==> src/core/urxse_pkg.sv <==
// constants for the ulpi receive status byte encoder
// Function
// line condition code sits in status bits 1..0, low bit in bit 0
// bus-voltage state field sits in status bits 3..2
// receive event field sits in status bits 5..4
// status bit 6 follows the id pin level
// status bit 7 is the alternate interrupt flag, unused by default
// enabled b-session-valid edges send a byte with the alternate flag set
// any data-line change sends a fresh status byte; the code sends on status field changes, ignoring dplus/dminus in high speed
// pulldown settings pick peripheral or host line encoding
// a dual-role link decodes line condition per its current role
// peripheral: full speed reports bus levels, high speed squelch or not
// host: low speed and full speed report bus levels in any setting
// chirp reports squelch, receiver high, receiver low; else high speed
// each byte goes out with direction taken and byte on data lines
package urxse_pkg;

  // ---------------------------------------------------------------
  // status byte layout
  // ---------------------------------------------------------------
  localparam int LINE_LSB   = 0;
  localparam int VBUS_LSB   = 2;
  localparam int EVENT_LSB  = 4;
  localparam int ID_BIT     = 6;
  localparam int ALT_BIT    = 7;

  // ---------------------------------------------------------------
  // transceiver settings
  // ---------------------------------------------------------------
  localparam logic [1:0] XCVR_HIGH  = 2'h0;
  localparam logic [1:0] OPSET_CHIRP = 2'h2;
  localparam logic [1:0] LINE_SQUELCH = 2'h0;
  localparam logic [1:0] LINE_UNSQ    = 2'h1;
  localparam logic [1:0] LINE_UNSQ_LO = 2'h2;

  // ---------------------------------------------------------------
  // apb register map (byte addresses)
  // ---------------------------------------------------------------
  localparam logic [7:0] ADDR_CTRL   = 8'h00;
  localparam logic [7:0] ADDR_STATUS = 8'h04;
  localparam logic [7:0] ADDR_COUNT  = 8'h08;

  // control register fields
  localparam int CTRL_DPPD    = 0;
  localparam int CTRL_DMPD    = 1;
  localparam int CTRL_XCVR    = 2;
  localparam int CTRL_TERM    = 4;
  localparam int CTRL_OPSET   = 5;
  localparam int CTRL_BRISE   = 7;
  localparam int CTRL_BFALL   = 8;
  localparam int CTRL_WIDTH   = 9;
  localparam logic [8:0] CTRL_RESET = 9'h007;

  // status register fields
  localparam int STAT_DIR     = 8;
  localparam int STAT_PEND    = 9;
  localparam int COUNT_WIDTH  = 16;

  typedef enum logic [1:0] {
    URXSE_IDLE,
    URXSE_TURN,
    URXSE_SEND,
    URXSE_BACK
  } urxse_state_t;

endpackage

==> src/core/urxse_line_enc.sv <==
// registered line condition encoder for peripheral and host roles
`timescale 1ns/1ps
module urxse_line_enc (
  // clock and reset
  input  wire logic       pclk,
  input  wire logic       presetn,
  // port role and speed settings
  input  wire logic       dplus_pulldown_enable,
  input  wire logic       dminus_pulldown_enable,
  input  wire logic [1:0] transceiver_speed_select,
  input  wire logic       termination_select,
  input  wire logic [1:0] operation_setting,
  // line receivers
  input  wire logic       dplus,
  input  wire logic       dminus,
  input  wire logic       squelch,
  input  wire logic       fast_differential_receiver_out,
  // encoded line condition
  output logic [1:0]      line_code_q
);

  // -----------------------------------------------------
  // role and mode decode
  // -----------------------------------------------------
  // only the documented host combination selects host coding; any
  // other pulldown mix falls back to peripheral coding
  wire       host_role = dplus_pulldown_enable & dminus_pulldown_enable;
  wire       fast_sel  = (transceiver_speed_select == urxse_pkg::XCVR_HIGH);
  wire       chirp_per = ~host_role & termination_select;
  wire       chirp_hst = host_role & ~termination_select &
                         (operation_setting == urxse_pkg::OPSET_CHIRP);
  wire       chirp     = fast_sel & (chirp_per | chirp_hst);
  // full and low speed: {dm,dp} gives SE0/J/K/SE1 and LS K/J alike
  wire [1:0] bus_code  = {dminus, dplus};
  wire [1:0] hs_code   = squelch ? urxse_pkg::LINE_SQUELCH
                                 : urxse_pkg::LINE_UNSQ;
  wire [1:0] chirp_code = squelch ? urxse_pkg::LINE_SQUELCH :
                          fast_differential_receiver_out ? urxse_pkg::LINE_UNSQ
                                                         : urxse_pkg::LINE_UNSQ_LO;
  wire [1:0] line_d    = ~fast_sel ? bus_code :
                         chirp     ? chirp_code : hs_code;

  always_ff @(posedge pclk or negedge presetn) begin
    if (!presetn) begin
      line_code_q <= 2'h0;
    end else begin
      line_code_q <= line_d;
    end
  end

endmodule

==> src/core/urxse_top.sv <==
// ulpi receive status byte encoder with apb control and ulpi send path
`timescale 1ns/1ps
module urxse_top (
  // clock and reset
  input  wire logic        pclk,
  input  wire logic        presetn,
  // apb slave
  input  wire logic        psel,
  input  wire logic        penable,
  input  wire logic        pwrite,
  input  wire logic [7:0]  paddr,
  input  wire logic [31:0] pwdata,
  output logic             pready,
  output logic [31:0]      prdata,
  output logic             pslverr,
  // line receivers
  input  wire logic        dplus,
  input  wire logic        dminus,
  input  wire logic        squelch,
  input  wire logic        fast_differential_receiver_out,
  // bus voltage and receive event codes, already encoded
  input  wire logic [1:0]  vbus_state_code,
  input  wire logic [1:0]  receive_event_code,
  // id and b-session-valid levels
  input  wire logic        id_pin,
  input  wire logic        bsession_valid,
  // link owns the data lines (transmit or register access in progress)
  input  wire logic        link_bus_busy,
  // ulpi side
  output logic             dir,
  output logic [7:0]       data_out,
  output logic             data_oe
);

  // -----------------------------------------------------
  // control register
  // -----------------------------------------------------
  logic [urxse_pkg::CTRL_WIDTH-1:0]  ctrl_q;
  logic [urxse_pkg::COUNT_WIDTH-1:0] sent_count_q;
  logic                              pready_q;
  logic [31:0]                       prdata_q;
  logic                              pslverr_q;

  wire       dplus_pulldown_enable    = ctrl_q[urxse_pkg::CTRL_DPPD];
  wire       dminus_pulldown_enable   = ctrl_q[urxse_pkg::CTRL_DMPD];
  wire [1:0] transceiver_speed_select = ctrl_q[urxse_pkg::CTRL_XCVR +: 2];
  wire       termination_select       = ctrl_q[urxse_pkg::CTRL_TERM];
  wire [1:0] operation_setting        = ctrl_q[urxse_pkg::CTRL_OPSET +: 2];
  wire       brise_en                 = ctrl_q[urxse_pkg::CTRL_BRISE];
  wire       bfall_en                 = ctrl_q[urxse_pkg::CTRL_BFALL];

  // -----------------------------------------------------
  // apb decode
  // -----------------------------------------------------
  // one wait state: pready is raised the cycle after the access
  // phase starts so that read data can come straight from a flop
  wire apb_access = psel & penable;
  wire apb_commit = apb_access & pready_q;
  wire hit_ctrl   = (paddr == urxse_pkg::ADDR_CTRL);
  wire hit_status = (paddr == urxse_pkg::ADDR_STATUS);
  wire hit_count  = (paddr == urxse_pkg::ADDR_COUNT);
  wire hit_any    = hit_ctrl | hit_status | hit_count;
  wire ctrl_wr    = apb_commit & pwrite & hit_ctrl;

  // -----------------------------------------------------
  // line encoder
  // -----------------------------------------------------
  logic [1:0] line_code_q;

  urxse_line_enc u_line_enc (
    .pclk                           (pclk),
    .presetn                        (presetn),
    .dplus_pulldown_enable          (dplus_pulldown_enable),
    .dminus_pulldown_enable         (dminus_pulldown_enable),
    .transceiver_speed_select       (transceiver_speed_select),
    .termination_select             (termination_select),
    .operation_setting              (operation_setting),
    .dplus                          (dplus),
    .dminus                         (dminus),
    .squelch                        (squelch),
    .fast_differential_receiver_out (fast_differential_receiver_out),
    .line_code_q                    (line_code_q)
  );

  // -----------------------------------------------------
  // status byte assembly
  // -----------------------------------------------------
  logic [6:0] last_sent_q;
  logic       alternate_interrupt_flag_q;
  logic       bvalid_prev_q;
  logic       prev_valid_q;
  urxse_pkg::urxse_state_t state_q;
  urxse_pkg::urxse_state_t state_d;

  wire [6:0] status_now;
  assign status_now[urxse_pkg::LINE_LSB  +: 2] = line_code_q;
  assign status_now[urxse_pkg::VBUS_LSB  +: 2] = vbus_state_code;
  assign status_now[urxse_pkg::EVENT_LSB +: 2] = receive_event_code;
  assign status_now[urxse_pkg::ID_BIT]         = id_pin;

  // b-session-valid edge reporting, only when enabled
  wire bvalid_rise = prev_valid_q & bsession_valid & ~bvalid_prev_q;
  wire bvalid_fall = prev_valid_q & ~bsession_valid & bvalid_prev_q;
  wire alt_event   = (bvalid_rise & brise_en) | (bvalid_fall & bfall_en);

  // a changed field (line condition included) or an alternate event
  wire field_change = (status_now != last_sent_q);
  wire pending      = field_change | alternate_interrupt_flag_q;

  // byte taken at the send cycle; the alternate flag rides in bit 7
  wire       send_now  = (state_d == urxse_pkg::URXSE_SEND);
  wire [7:0] send_byte = {alternate_interrupt_flag_q, status_now};

  // -----------------------------------------------------
  // send sequencer
  // -----------------------------------------------------
  // idle -> turn (dir up, lines released) -> send (byte driven) ->
  // back (dir down); a byte still pending at send goes out back to back
  always_comb begin
    state_d = state_q;
    case (state_q)
      urxse_pkg::URXSE_IDLE: begin
        if (pending && !link_bus_busy) begin
          state_d = urxse_pkg::URXSE_TURN;
        end
      end
      urxse_pkg::URXSE_TURN: begin
        state_d = urxse_pkg::URXSE_SEND;
      end
      urxse_pkg::URXSE_SEND: begin
        if (pending) begin
          state_d = urxse_pkg::URXSE_SEND;
        end else begin
          state_d = urxse_pkg::URXSE_BACK;
        end
      end
      urxse_pkg::URXSE_BACK: begin
        state_d = urxse_pkg::URXSE_IDLE;
      end
      default: begin
        state_d = urxse_pkg::URXSE_IDLE;
      end
    endcase
  end

  wire dir_d = (state_d == urxse_pkg::URXSE_TURN) | send_now;

  // -----------------------------------------------------
  // sequencer state
  // -----------------------------------------------------
  // state only; every ulpi output below is decoded from state_d
  always_ff @(posedge pclk or negedge presetn) begin
    if (!presetn) begin
      state_q <= urxse_pkg::URXSE_IDLE;
    end else begin
      state_q <= state_d;
    end
  end

  // -----------------------------------------------------
  // ulpi outputs
  // -----------------------------------------------------
  // each output is decoded from state_d and registered, so it lines up
  // with state_q and the link never sees a decode glitch
  // dir drops together with data_oe: the first low cycle of dir is the
  // turnaround back, and the link drives only after it
  wire [7:0] data_d = send_now ? send_byte : 8'h00;

  always_ff @(posedge pclk or negedge presetn) begin
    if (!presetn) begin
      dir <= 1'b0;
    end else begin
      dir <= dir_d;
    end
  end

  // lines released during the turn cycle, driven only while sending
  always_ff @(posedge pclk or negedge presetn) begin
    if (!presetn) begin
      data_oe <= 1'b0;
    end else begin
      data_oe <= send_now;
    end
  end

  // idle value on the data lines is zero between bytes
  always_ff @(posedge pclk or negedge presetn) begin
    if (!presetn) begin
      data_out <= 8'h00;
    end else begin
      data_out <= data_d;
    end
  end

  // -----------------------------------------------------
  // byte history
  // -----------------------------------------------------
  // record what was sent so only real changes trigger a new byte; it
  // resets to zero, so nonzero inputs at release send a first byte
  always_ff @(posedge pclk or negedge presetn) begin
    if (!presetn) begin
      last_sent_q <= 7'h00;
    end else if (send_now) begin
      last_sent_q <= status_now;
    end
  end

  // -----------------------------------------------------
  // b-session-valid edge history
  // -----------------------------------------------------
  // level seen last cycle; edges are found against it
  always_ff @(posedge pclk or negedge presetn) begin
    if (!presetn) begin
      bvalid_prev_q <= 1'b0;
    end else begin
      bvalid_prev_q <= bsession_valid;
    end
  end

  // the first cycle after reset reports no edge: the old level is unknown
  // and a pin already high at release must not look like a rising edge
  always_ff @(posedge pclk or negedge presetn) begin
    if (!presetn) begin
      prev_valid_q <= 1'b0;
    end else begin
      prev_valid_q <= 1'b1;
    end
  end

  // -----------------------------------------------------
  // alternate interrupt flag
  // -----------------------------------------------------
  // a new edge in the sending cycle wins over the clear, so an edge that
  // lands while a flagged byte goes out is reported by the next byte
  always_ff @(posedge pclk or negedge presetn) begin
    if (!presetn) begin
      alternate_interrupt_flag_q <= 1'b0;
    end else if (alt_event) begin
      alternate_interrupt_flag_q <= 1'b1;
    end else if (send_now) begin
      alternate_interrupt_flag_q <= 1'b0;
    end
  end

  // -----------------------------------------------------
  // sent byte counter
  // -----------------------------------------------------
  // wraps silently; software takes differences between two reads
  always_ff @(posedge pclk or negedge presetn) begin
    if (!presetn) begin
      sent_count_q <= '0;
    end else if (send_now) begin
      sent_count_q <= sent_count_q + 1'b1;
    end
  end

  // -----------------------------------------------------
  // apb read mux
  // -----------------------------------------------------
  // offsets outside the map read as zero
  logic [7:0]  last_byte_q;
  wire  [31:0] rd_status;

  // status word: last byte, direction and the pending change
  assign rd_status[urxse_pkg::STAT_DIR-1:0]   = last_byte_q;
  assign rd_status[urxse_pkg::STAT_DIR]       = dir;
  assign rd_status[urxse_pkg::STAT_PEND]      = pending;
  assign rd_status[31:urxse_pkg::STAT_PEND+1] = '0;

  wire [31:0] rd_ctrl   = {{(32-urxse_pkg::CTRL_WIDTH){1'b0}}, ctrl_q};
  wire [31:0] rd_count  = {{(32-urxse_pkg::COUNT_WIDTH){1'b0}}, sent_count_q};
  wire [31:0] rd_mux    = hit_ctrl   ? rd_ctrl   :
                          hit_status ? rd_status :
                          hit_count  ? rd_count  : 32'h00000000;

  // -----------------------------------------------------
  // last byte sent
  // -----------------------------------------------------
  // kept apart from data_out, which returns to zero after the last byte of each back-to-back run;
  // software reads it back through the status word
  always_ff @(posedge pclk or negedge presetn) begin
    if (!presetn) begin
      last_byte_q <= 8'h00;
    end else if (send_now) begin
      last_byte_q <= send_byte;
    end
  end

  // -----------------------------------------------------
  // control register
  // -----------------------------------------------------
  // only a completed write to the control offset lands; the reset value
  // selects the host role at full speed with both edge reports off
  always_ff @(posedge pclk or negedge presetn) begin
    if (!presetn) begin
      ctrl_q <= urxse_pkg::CTRL_RESET;
    end else if (ctrl_wr) begin
      ctrl_q <= pwdata[urxse_pkg::CTRL_WIDTH-1:0];
    end
  end

  // -----------------------------------------------------
  // apb response
  // -----------------------------------------------------
  // first access cycle of a transfer; ready follows one cycle later and
  // then drops, so each transfer sees exactly one wait state
  wire apb_first = apb_access & ~pready_q;

  always_ff @(posedge pclk or negedge presetn) begin
    if (!presetn) begin
      pready_q <= 1'b0;
    end else begin
      pready_q <= apb_first;
    end
  end

  // read data stands only with ready; writes return zero, so a late
  // sample never shows a stale word
  always_ff @(posedge pclk or negedge presetn) begin
    if (!presetn) begin
      prdata_q <= 32'h00000000;
    end else if (apb_first && !pwrite) begin
      prdata_q <= rd_mux;
    end else begin
      prdata_q <= 32'h00000000;
    end
  end

  // unmapped offsets answer with an error and the write is dropped;
  // an error read returns zero data
  always_ff @(posedge pclk or negedge presetn) begin
    if (!presetn) begin
      pslverr_q <= 1'b0;
    end else if (apb_first) begin
      pslverr_q <= ~hit_any;
    end else begin
      pslverr_q <= 1'b0;
    end
  end

  assign pready  = pready_q;
  assign prdata  = prdata_q;
  assign pslverr = pslverr_q;

endmodule

==> config.mk <==
export PLATFORM = sky130hd
export DESIGN_NAME = urxse_top
export DESIGN_NICKNAME = d
export VERILOG_FILES = /design/src/core/urxse_pkg.sv /design/src/core/urxse_line_enc.sv /design/src/core/urxse_top.sv
export SDC_FILE = /design/constraint.sdc
export NUM_CORES = 1
export LEC_CHECK = 0
export BUFFER_PORTS_ARGS = -buffer_cell sky130_fd_sc_hd__buf_4
export CORE_UTILIZATION = 50
export CTS_CLUSTER_SIZE = 28
export DETAILED_ROUTE_END_ITERATION = 7
export GPL_ROUTABILITY_DRIVEN = 0
export PLACE_DENSITY = 0.85
export SLEW_MARGIN = 20
export SYNTH_ARGS = -nofsm -noshare
export SYNTH_HDL_FRONTEND = slang
export SYNTH_SLANG_ARGS = --single-unit
==> constraint.sdc <==
create_clock -name pclk -period 5.2 [get_ports pclk]
set_input_delay 0.52 -clock pclk [delete_from_list [all_inputs] [get_ports pclk]]
set_output_delay 0.52 -clock pclk [all_outputs]
set_load 0.1 [all_outputs]
==> results.yml <==
route:
  drtAntennaViolNets: 0
  wl_mm: 5.45
  first_iter_violations: 127
  firstDrtPassIters: 4
  drc: 0
  avgViaCountPerCell: 5.04
  wl_per_cell_um: 13.8
  num_vias: 1996
hold_path:
  hold_class: "in2async"
logic_synthesis:
  netlist_instances: 253
  synth_area_per_cell_um2: 12.1
  yosys.area.top_type: "dfrtp_1"
  synthDominantCellAreaShare: 0.533
  yosys_warnings: 0
  synth_async_sr_flop_share: 1.00
  synth_seq_cells: 68
  synthFlopType: "dfrtp_1"
  ys_seq_area_frac: 0.559
  netlist_area_um2: 3050
  synth_cell_types: 36
  synth_edf_count: 0
  yosys-top-cells-area: "dfrtp_1, mux2_4, buf_4, xor2_1, mux2_2"
timing:
  slew_headroom: 0.465
  rsz0062_at_grt: "no"
  finClkSkew_ns: 0.00864
  slew_viol_final: 0
  finalSetupViolCount: 0
  max_freq_mhz: 371
  tns_ns: 0
  hold_violations: 0
  fin_crit_sh: 0.519
  worst_slew_pin_slew_ns: 0.803
  min_period_ns: 2.70
job:
  cap_violations: 0
clocking:
  holdBufCountCts: 0
  post_cts_buffers: 0
  numCtsBuffers: 9
  h-tree-depth: 3
  cts_sinks: 68
  clock_path_buffers: 2
  cts_resized: 0
  cts_tree: "yes"
  insertion_delay_ns: 0.34
  clk_pin_slew_ns: 0.07
  cts-root-buf: "clkbuf_8"
layout:
  nets: 377
  final_common_cell: "dfrtp_1"
  final_cell_mix: "dfrtp_1, buf_4, conb_1"
  layout-drive-gt1-share: 0.321
  regArea_um2: 1710
  nFillCells: 468
  syn2layout_area_growth_pct: 22.3
  num_antenna_cells: 0
  design_area_um2: 3730
  multi_input_area_um2: 1210
critical_path:
  start_kind: "flop"
  path_cells: "xor2_1 -> nor4_1 -> a211o_1 -> and3_1 -> ha_1 -> nand4_1 -> nor2_1 -> nand4_1 -> xnor2_1"
  r2r_slack_ns: 2.50
  max_stage_delay_ns: 0.54
  end_kind: "flop"
  crit_top_cell: "nand4_1"
  crit_type: "reg2reg"
  cp_slowest_cell: "nor4_1"
  crit_required_ns: 5.42
  cp_max_fo: 5
  cp_data_arrival_time_ns: 2.92
outcome:
  status: "complete, no violations"
power_and_ir_drop:
  pwr-share-clk: 0.266
  switching_share: 0.388
  p_leak_nw: 1.88
  p_per_area_nw_per_um2: 498
  ir_drop_mv: 0.317
  p_comb_frac: 0.357
  intPower_w: 0.00114
  power.switching_w: 0.000720
  power_frac_seq: 0.377
global_routing:
  track_usage: 0.193
  grt_pass1_vias: 1972
  grt_overflow: 0
  grt_pass1_wl_mm: 9.05
  antenna_found_initial: 0
  grt_max_degree: 69
floorplanning:
  die_y_um: 80.1
  start_util: 0.518
  die_w_um: 80.1
  ios: 100
  die-area_um2: 6410
  row_count: 28
  fp.coreArea_um2: 5890
placed_design:
  port_buffers: 60
  dp_hpwl_mm: 3.94
  placed_cell_area_um2: 3490
==> worst paths after layout <==
kind                                startpoint                          to  cells after the start
worst min register to register    prev_valid_q  alternate_interrupt_flag_q                      2
worst min-delay path                   presetn                  prdata[15]                      1
worst max-delay path            last_byte_q[6]            sent_count_q[13]                      9
max in group asynchronous              presetn                   ctrl_q[3]                      1
min in group pclk               bsession_valid               bvalid_prev_q                      1
worst max register to register  last_byte_q[6]            sent_count_q[13]                      9
==> per-stage QoR <==
stage	instances	power, W	utilization	hold slack (ns)	worst slack (ns)
floorplan	268	0.00123	-	0.224	2.74
global placement	380	0.00135	0.593	0.437	2.36
detailed placement	380	0.00137	0.593	0.444	2.31
CTS	396	0.00187	0.634	0.292	2.52
global route	396	0.00195	0.634	0.296	2.30
finish	396	0.00186	0.634	0.274	2.50
==> metal layers <==
layer / up-vias / GRT usage / routed length (um)
li1: 969 / - / -
met1: 958 / 0.243 / 2340
met2: 58 / 0.306 / 2740
met3: 11 / 0.0409 / 239
met4: 0 / 0.116 / 134
met5: - / 0 / 0
==> kinds of logic after synthesis <==
logic type / after synthesis / synth area share
XOR/XNOR: 22 / 0.0632
other: 2 / 0.00246
adder cells (fa/ha/maj): 5 / 0.0205
buffers and inverters: 31 / 0.0628
AO/OA/AOI/OAI: 20 / 0.0501
AND/OR/NAND/NOR: 87 / 0.164
flip-flops: 68 / 0.559
multiplexers: 18 / 0.0776
==> registers in the layout (all words and copies together), names as in the netlist, 2 cells and up <==
| name | count |
|---|---|
| prdata | 16 |
| sent_count_q | 16 |
| ctrl_q | 9 |
| data_out | 8 |
| last_sent_q | 6 |
| last_byte_q | 2 |
| state_q | 2 |
| u_line_enc.line_code_q | 2 |
==> area by class of cell <==
type	count	area share
inverter	7	0.00705
sequential	68	0.457
clock buffer	13	0.0453
timing repair buffer	61	0.123
clock inverter	3	0.0181
multi-input combinational	169	0.324
tap	75	0.0252
==> cells in the mapped netlist, types with 3 or more instances <==
library cell  count
dfstp_2           3
o21ai_0           4
xnor2_1           9
nand3_1           4
dfrtp_1          65
buf_4            16
and2_1            8
clkbuf_1          6
nand4_1          10
a2111oi_0         9
nor4_1            3
nand2b_1          9
ha_1              5
nor2_1           14
mux2_4            9
nor2b_1          10
inv_1             7
and3_1            7
nand2_1          10
mux2_2            9
xor2_1           13
==> critical path: cells and delay by family, from the launching register on <==
family / cells / cell delay (ns)
adder cells (fa/ha/maj): 1 / 0.19
AND/OR/NAND/NOR: 5 / 1.44
AO/OA/AOI/OAI: 1 / 0.23
XOR/XNOR: 2 / 0.31
flip-flops: 1 / 0.42
==> power groups by stage <==
stage / logic [W] / registers, W / clock network, W
detailed placement: 0.000663 / 0.000710 / 0
global route: 0.000708 / 0.000710 / 0.000530
finish: 0.000662 / 0.000700 / 0.000495
global placement: 0.000647 / 0.000703 / 0
CTS: 0.000666 / 0.000700 / 0.000503
floorplan: 0.000300 / 0.000926 / 0
Power figures use the tool's default switching activity.
